==> config.mk <==
export PLATFORM = sky130hd
export DESIGN_NAME = axc_unit
export DESIGN_NICKNAME = d
export VERILOG_FILES = /design/src/logic/axc_pkg.sv /design/src/logic/axc_unit.sv /design/src/logic/axc_bit_gather.sv
export SDC_FILE = /design/constraint.sdc
export NUM_CORES = 1
export LEC_CHECK = 0
export BUFFER_PORTS_ARGS = -buffer_cell sky130_fd_sc_hd__buf_2
export CAP_MARGIN = 20
export CORE_ASPECT_RATIO = 0.9
export CORE_MARGIN = 8
export CORE_UTILIZATION = 50
export CTS_CLUSTER_SIZE = 14
export DETAILED_ROUTE_END_ITERATION = 8
export GPL_TIMING_DRIVEN = 0
export PLACE_DENSITY = 0.77
export SETUP_SLACK_MARGIN = 0.02
export SLEW_MARGIN = 10
export SYNTH_ARGS = -nofsm -noshare
export SYNTH_HDL_FRONTEND = slang
export SYNTH_HIERARCHICAL = 1
export SYNTH_SLANG_ARGS = --single-unit
==> constraint.sdc <==
create_clock -name clk_in -period 24.1 [get_ports clk_in]
set_clock_uncertainty 0.15 [all_clocks]
set_input_delay 2.41 -clock clk_in [delete_from_list [all_inputs] [get_ports clk_in]]
set_output_delay 2.41 -clock clk_in [all_outputs]
set_load 0.03 [all_outputs]
==> src/logic/axc_pkg.sv <==
// package with constants and types for the accumulator xor/compare unit
package axc_pkg;
  localparam int ACC_W = 32;
  localparam int WORD_W = 16;
  localparam int STACK_DEPTH = 8;
  localparam int CNT_W = 6;
  localparam logic [5:0] BITCNT_MIN = 6'h01;
  localparam logic [5:0] BITCNT_MAX = 6'h20;
  localparam logic [31:0] ACC_RST = 32'h0000_0000;
  typedef enum logic [2:0]
  {
    AXC_OP_NONE,
    AXC_OP_XOR_DOUBLE_IMMEDIATE,
    AXC_OP_XOR_FORMATTED_BITS,
    AXC_OP_XOR_WITH_STACK_TOP,
    AXC_OP_COMPARE_WORD,
    AXC_OP_PUSH,
    AXC_OP_LOAD
  } axc_op_type;
endpackage

==> src/logic/axc_unit.sv <==
// accumulator xor / compare execution unit
// Overview of operation
// - xor double: accumulator xor immediate constant, result back to accumulator.
// - immediate port is a full 32 bits; constants limited to 16 fit too.
// - after every xor the zero flag shows whether the result is zero.
// - after every xor the negative flag copies result bit 31.
// - flags hold until an operation writing that same flag runs.
// - formatted xor gathers 1..32 consecutive bits and xors them with accumulator.
// - formatted xor takes start bits plus count; counts outside 1..32 are rejected.
// - formatted xor sets negative flag from result bit 31.
// - stack xor: accumulator xor top stack entry into accumulator.
// - stack xor pops top entry; remaining entries move up one level.
// - compare uses accumulator low 16 bits against a 16-bit memory word.
// - compare sets less flag when accumulator is smaller.
// - compare sets equal flag when values match.
// - compare sets greater flag when accumulator is larger.
`timescale 1ns/1ns
`default_nettype none
module axc_unit
  import axc_pkg::*;
#(
  parameter int DEPTH = STACK_DEPTH
)
(
  input wire logic clk_in,
  input wire logic srst_in,
  input wire logic op_valid_in,
  input wire axc_op_type op_in,
  input wire logic [ACC_W-1:0] immediate_in,
  input wire logic [ACC_W-1:0] discrete_bits_in,
  input wire logic [5:0] bit_count_in,
  input wire logic [WORD_W-1:0] memory_word_in,
  input wire logic [ACC_W-1:0] load_value_in,
  output logic [ACC_W-1:0] accumulator_out,
  output logic [ACC_W-1:0] stack_top_out,
  output logic zero_result_flag_out,
  output logic negative_result_flag_out,
  output logic less_than_flag_out,
  output logic equal_flag_out,
  output logic greater_than_flag_out,
  output logic bad_count_out,
  output logic done_out
);
  logic [ACC_W-1:0] acc_r;
  logic [ACC_W-1:0] stack_r [DEPTH];
  logic [ACC_W-1:0] pattern;
  logic count_ok;
  logic [ACC_W-1:0] xor_nxt;
  logic is_xor;
  logic [WORD_W-1:0] acc_lo;

  // formatted bit run gatherer
  axc_bit_gather #(.WIDTH(ACC_W)) u_gather
  (
    .bits_in(discrete_bits_in),
    .count_in(bit_count_in),
    .pattern_out(pattern),
    .count_ok_out(count_ok)
  );

  assign acc_lo = acc_r[WORD_W-1:0];

  // select xor operand per operation
  always_comb
  begin
    is_xor = 1'b0;
    xor_nxt = acc_r;
    if (op_valid_in)
    begin
      case (op_in)
        AXC_OP_XOR_DOUBLE_IMMEDIATE:
        begin
          is_xor = 1'b1;
          xor_nxt = acc_r ^ immediate_in;
        end
        AXC_OP_XOR_FORMATTED_BITS:
        begin
          is_xor = count_ok;
          xor_nxt = acc_r ^ pattern;
        end
        AXC_OP_XOR_WITH_STACK_TOP:
        begin
          is_xor = 1'b1;
          xor_nxt = acc_r ^ stack_r[0];
        end
        default:
        begin
          is_xor = 1'b0;
          xor_nxt = acc_r;
        end
      endcase
    end
  end

  // accumulator update; compare leaves it alone
  always_ff @(posedge clk_in)
  begin
    if (srst_in)
      acc_r <= ACC_RST;
    else if (is_xor)
      acc_r <= xor_nxt;
    else if (op_valid_in && op_in == AXC_OP_LOAD)
      acc_r <= load_value_in;
  end

  // stack: push on load-style push, pop on stack xor
  always_ff @(posedge clk_in)
  begin
    if (srst_in)
    begin
      for (int i = 0; i < DEPTH; i++)
        stack_r[i] <= ACC_RST;
    end
    else if (op_valid_in && op_in == AXC_OP_XOR_WITH_STACK_TOP)
    begin
      for (int i = 0; i < DEPTH - 1; i++)
        stack_r[i] <= stack_r[i+1];
      stack_r[DEPTH-1] <= ACC_RST;
    end
    else if (op_valid_in && op_in == AXC_OP_PUSH)
    begin
      for (int i = DEPTH - 1; i > 0; i--)
        stack_r[i] <= stack_r[i-1];
      stack_r[0] <= acc_r;
    end
  end

  // zero and negative flags written only by xor operations
  always_ff @(posedge clk_in)
  begin
    if (srst_in)
    begin
      zero_result_flag_out <= 1'b0;
      negative_result_flag_out <= 1'b0;
    end
    else if (is_xor)
    begin
      zero_result_flag_out <= (xor_nxt == ACC_RST);
      negative_result_flag_out <= xor_nxt[ACC_W-1];
    end
  end

  // compare flags written only by compare, unsigned ordering
  always_ff @(posedge clk_in)
  begin
    if (srst_in)
    begin
      less_than_flag_out <= 1'b0;
      equal_flag_out <= 1'b0;
      greater_than_flag_out <= 1'b0;
    end
    else if (op_valid_in && op_in == AXC_OP_COMPARE_WORD)
    begin
      less_than_flag_out <= (acc_lo < memory_word_in);
      equal_flag_out <= (acc_lo == memory_word_in);
      greater_than_flag_out <= (acc_lo > memory_word_in);
    end
  end

  // status: rejected count and completion pulse
  always_ff @(posedge clk_in)
  begin
    if (srst_in)
    begin
      bad_count_out <= 1'b0;
      done_out <= 1'b0;
    end
    else
    begin
      bad_count_out <= op_valid_in && op_in == AXC_OP_XOR_FORMATTED_BITS && !count_ok;
      done_out <= op_valid_in && op_in != AXC_OP_NONE;
    end
  end

  // registered mirrors of accumulator and stack top
  always_ff @(posedge clk_in)
  begin
    if (srst_in)
    begin
      accumulator_out <= ACC_RST;
      stack_top_out <= ACC_RST;
    end
    else
    begin
      accumulator_out <= acc_r;
      stack_top_out <= stack_r[0];
    end
  end
endmodule
`default_nettype wire

==> src/logic/axc_bit_gather.sv <==
// gathers a run of discrete bits into a right-aligned 32-bit pattern
`timescale 1ns/1ns
`default_nettype none
module axc_bit_gather
  import axc_pkg::*;
#(
  parameter int WIDTH = 32
)
(
  input wire logic [WIDTH-1:0] bits_in,
  input wire logic [5:0] count_in,
  output logic [WIDTH-1:0] pattern_out,
  output logic count_ok_out
);
  // count outside 1..32 is flagged invalid
  assign count_ok_out = (count_in >= BITCNT_MIN) && (count_in <= BITCNT_MAX);
  // keep only the lowest count bits of the run
  genvar gi;
  generate
    for (gi = 0; gi < WIDTH; gi = gi + 1)
    begin : g_mask
      assign pattern_out[gi] = bits_in[gi] & (6'(gi) < count_in);
    end
  endgenerate
endmodule
`default_nettype wire

## Word-level counts from Yosys, hierarchy flattened

Memories as Yosys holds them, arrays and structs flattened.
Index checks and enable logic that the tools add are counted.

| storage, ports and cells | value |
|---|---|
| flip-flop bits (word level) | 103 |
| memory bits (writable) | 256 |
| bits of input ports | 124 |
| output and inout port bits | 71 |
| logic and storage cells | 149 |
| memories kept | 1 |

Memory list:

| memory | words | bits a word | rd ports | clocked after Yosys merged registers in | wr ports | RTL line | source |
|---|---|---|---|---|---|---|---|
| stack_r | 8 | 32 | 8 | 0 | 8 | axc_unit.sv:45 | `logic [ACC_W-1:0] stack_r [DEPTH];` |

| cells by class | value |
|---|---|
| order comparisons | 36 |
| equal/unequal tests | 7 |
| multiplexer cells | 31 |
| bitwise gates (word level) | 51 |
| reduce and logical (&&, ||, !) cells | 13 |

Operator list:

| kind | count |
|---|---|
| $mux 32 | 19 |
| $lt 5x6->1 const A | 16 |
| $pmux 32 s3 | 1 |
| $xor 32x32->32 | 3 |
| $lt 4x6->1 const A | 8 |
| $and 1x1->1 | 32 |
| $logic_not 32->1 | 1 |
| $lt 3x6->1 const A | 4 |
| $eq 16x16->1 | 1 |
| $gt 16x16->1 | 1 |
| $lt 16x16->1 | 1 |
| $or 1x1->1 | 16 |
| $lt 1x6->1 const A | 2 |
| $lt 2x6->1 const A | 2 |
| $mux 1 | 10 |
| $eq 3x3->1 const B | 3 |
| $logic_and 1x1->1 | 8 |
| $eq 3x2->1 const B | 2 |
| $ge 6x1->1 const B | 1 |
| $le 6x6->1 const B | 1 |
| $eq 3x1->1 const B | 1 |
| $reduce_bool 3->1 | 1 |
| $pmux 1 s2 | 1 |
| $reduce_bool 2->1 | 1 |
| 2 further kinds | 2 |

## Longest topological paths before layout

| depth | value |
|---|---|
| depth after elaboration | 7 |
| mapped depth | 12 |
| gate-level depth less buffers | 10 |

## Modules after synthesis

The synthesis kept the hierarchy.

Modules (own cells, without submodules):

| module | instances | cells an instance | area an instance (µm²) | seq. area each (µm²) |
|---|---|---|---|---|
| axc_unit | 1 | 1456 | 16149.2 | 9108.7 |
| axc_bit_gather | 1 | 78 | 478.0 | 0.0 |

## Worst setup path before layout

OpenSTA, ideal clock, no wires.

| timing path | value |
|---|---|
| kind | input port to flip-flop |
| from | input op_in[2] |
| to | memory stack_r[0][0] (enable) |
| library setup time | 0.641 ns |
| arrival | 9.074 ns |
| data required time | 23.309 ns |
| path slack | 14.235 ns |
| stages on the path | 6 |
| path buffers | 3 |
| path through | buf_2 > nor2b_4 > buf_6 > buf_2 > nor2_1 > o21bai_1 |

RTL lines:

| element | RTL line | source |
|---|---|---|
| start: declaration | axc_unit.sv:28 | `input wire axc_op_type op_in,` |
| end: declaration | axc_unit.sv:45 |  |

## Final worst setup path

| timing path | value |
|---|---|
| from | input bit_count_in[5] |
| to | register acc_r[22] |

| between the ends | value |
|---|---|
| elaborated cells between the ends (all ways) | 12 |
| those cells by class | order compare (3); mux (5); bitwise (2); reduce/logical (2) |

RTL lines:

| element | RTL line | source |
|---|---|---|
| start: declaration | axc_unit.sv:31 | `input wire logic [5:0] bit_count_in,` |
| $ge 6x1->1 or $le 6x6->1 (tied branches) | axc_bit_gather.sv:16 | `assign count_ok_out = (count_in >= BITCNT_MIN) && (count_in <= BITCNT_MAX);` |
| $logic_and 1x1->1 (*) | axc_bit_gather.sv:16 |  |
| via count_ok | axc_unit.sv:47 | `logic count_ok;` |
| $pmux 1 s2 (*) | axc_unit.sv:70 | `case (op_in)` |
| $mux 1 (*) | axc_unit.sv:68 | `if (op_valid_in)` |
| $mux 32 or $reduce_bool 2->1 (tied branches) | -- |  |
| end signal: assignment | axc_unit.sv:101 | `acc_r <= xor_nxt;` |
| end signal: assignment | axc_unit.sv:103 | `acc_r <= load_value_in;` |
| end: declaration | axc_unit.sv:44 | `logic [ACC_W-1:0] acc_r;` |

Mark *: on every way through the listed nets, which the timed path passes. The rest lies on a longest branch.
A chain may end at the register's enable or synchronous reset.

==> results.cfg <==
[outcome]
outcome = finished, final reports clean

[worst_setup_path]
crit_start = bit_count_in[5]
crit_path_start_kind = primary input
cp_cell_sequence = buf_2, buf_2, buf_2, xnor2_1, nor2_1, nor2_1, o211ai_1, or3_1, clkbuf_1, buf_2, nor2_1, o21ai_0, o21ai_0
cp-end-kind = register
crit_fanout = 10
timing.rr.start = acc_r[1]
required_ns = 24.35
critPathKind = in2reg
worstPathArrival_ns = 5.56
cp_common_cell = buf_2
slowest_stage = o211ai_1
max_stage_delay_ns = 0.73

[power_and_ir_drop]
p_leak_uw = 0.00764
worst_ir_drop_vdd_mv = 0.0582
power_density_nw_per_um2 = 73.1

[route]
drtIter0Drc = 1462
routed_wl_um = 57700
route.detailed.drc = 0
drtPass1Iterations = 6
ant_nets = 0
dr_total_vias = 14300
via_per_inst = 6.41
wire_per_inst_um = 25.9

[global_routing]
grt_first_pass_wirelength_um = 85300
antenna_found_initial = 4
grt_pass1_vias = 14000
grt.overflow.total = 0
track_usage_pct = 28.1
grt_max_degree = 31

[yosys]
yosys.area.top_type = edfxtp_1
ys.warnings.count = 6
syn_avg_cell_area_sq_um = 10.8
synthSimpleGateAreaFrac_pct = 13.8
synth_seq_area_share_pct = 54.8
yosys.area_share.adder_pct = 1.20
synth_top_family_by_area = compound AO/OA/AOI/OAI gates
async_reset_ff_share_pct = 0
yosysTopAreaCellShare_pct = 34.7
synth.net_count = 1674
syn_inst = 1534
synth_edf_count = 192
ys_ff_latch = 359
synth_xor_area_share_pct = 0.579
synthTopCellsByArea = edfxtp_1, dfxtp_1, a22o_1, nor2b_1, nand2_1
synth_area_sq_um = 16600
synth_compound_area_share_pct = 21.4
synth-main-ff-cell = edfxtp_1
ys_types = 80
muxShareOfSynthArea_pct = 3.94

[floorplanning]
start_util_pct = 50.6
rows = 63
coreArea_sq_um = 32900
fp.dieW_um = 208
die_y_um = 189
dieArea_sq_um = 39400
top_level_ports = 195

[clock_tree]
cts_buffers = 37
post-cts-setup-buffer-count = 0
cts.sinks = 359
clk_pin_slew_ns = 0.06
clk_latency_ns = 0.55
cts_resized = 0
hold_buffers = 0
root_buffer = clkbuf_16
htree_num_levels = 2
cts_buffer_depth = 3
tritoncts = built

[cells_and_area]
seq_area_sq_um = 9110
fin_area_sq_um = 19500
area_growth_pct = 17.3
nets = 1911
layout-drive-gt1-share_pct = 19.2
multi_input_area_sq_um = 6830
layout.cells.non_filler = 2225
fin_util_pct = 59.4
fillers = 2717

[placement]
dpl_worst_slack_ns = 18.41
globalplace.congestion = 0.970
placed_area_sq_um = 18300
io_buffers = 190
dp_hpwl_um = 43300
numPlacedInstances = 2154

[timing]
min_period_ns = 5.31
drv_slew = 0
fin_tns_setup_ns = 0
timing_hold_violations_final = 0
max_slew_margin_pct = 32.8
fin_crit_sh_pct = 22.0
tightest_slew_ns = 1.00
rsz0062_at_grt = false
setup_ws_ns = 18.79
setup_viol = 0
fmax_mhz = 188

[run]
maxCapViolCount = 0

[worst_hold_path]
hold_path_startpoint = stack_r[1][121]
hold_class = reg2reg
[logic make-up (layout without fill, tap and decap cells)]
| group | count (synthesis) | in the layout |
|---|---|---|
| mux | 56 | 56 |
| buf+inv | 149 | 414 |
| compound gates | 479 | 479 |
| flops | 359 | 359 |
| xor+xnor | 11 | 11 |
| fa+ha+maj | 16 | 16 |
| simple gates | 464 | 464 |
| other cells | 0 | 4 |
[final timing paths]
path                            cells after the start              endpoint  slack (ns)
worst min-delay path                                2       stack_r[1][121]        0.32
worst max-delay path                               13             acc_r[22]       18.79
worst max register to register                      7  zero_result_flag_out       21.30
worst min register to register                      2       stack_r[1][121]        0.32
[layout by cell type (no fill, tap or decap), types with 28 or more instances in the layout]
cell / count
a22o_1: 193
a21oi_1: 92
o21ai_0: 66
nand3_1: 43
nor2b_1: 80
edfxtp_1: 192
nand2_1: 126
dfxtp_1: 167
clkbuf_16: 37
clkbuf_1: 73
nor2_1: 109
mux2i_1: 28
buf_2: 224
a311oi_1: 32
[layer usage]
metal  track usage [%]  wire [um]
met1              40.0      24500
met2              41.3      24900
met3              7.27       6800
met4              8.78       1480
met5                 0          0
[sequential cells by signal (all words and copies together) (netlist names)]
register                  cells
bad_count_out                 1
acc_r                        32
less_than_flag_out            1
stack_top_out                32
stack_r                     256
negative_result_flag_out      1
greater_than_flag_out         1
accumulator_out              32
zero_result_flag_out          1
equal_flag_out                1
done_out                      1
[power by group]
| part | switching [uW] | internal [uW] | leakage, uW | total (uW) |
|---|---|---|---|---|
| clock | 247 | 335 | 0.000589 | 582 |
| combinational | 93.0 | 52.0 | 0.00368 | 145 |
| sequential | 26.9 | 673 | 0.00337 | 699 |
[critical path, delay by kind of cell]
family	cells	cell delay, ns
simple gates	4	0.48
compound gates	3	0.99
xor+xnor	1	0.20
buf+inv	5	1.46
[Yosys cell counts, types with 28 or more instances]
master and n:
edfxtp_1 192, clkbuf_1 65, nand2_1 126, nor2_1 109, mux2i_1 28, a21oi_1 92, dfxtp_1 167, buf_2 34
a22o_1 193, nor2b_1 80, nand3_1 43, a311oi_1 32, o21ai_0 66
[final cells by class]
cell class / count / share of cell area, %
repair buffers: 198 / 5.73
multi-input cells: 1026 / 35.0
well taps: 422 / 2.71
plain buffers: 130 / 3.30
clock buffers: 51 / 5.32
flip-flops and latches: 359 / 46.7
diodes: 4 / 0.0513
inverters: 19 / 0.366
clock inverters: 16 / 0.847
[through the flow]
stage | total power [uW] | hold WS (ns)
final | 1430 | 0.318
after global routing | 1460 | 0.337
after CTS | 1420 | 0.317
after detailed placement | 851 | 0.308
after global placement | 849 | 0.296
after floorplan | 787 | 0.295
Power figures use the tool's default switching activity.
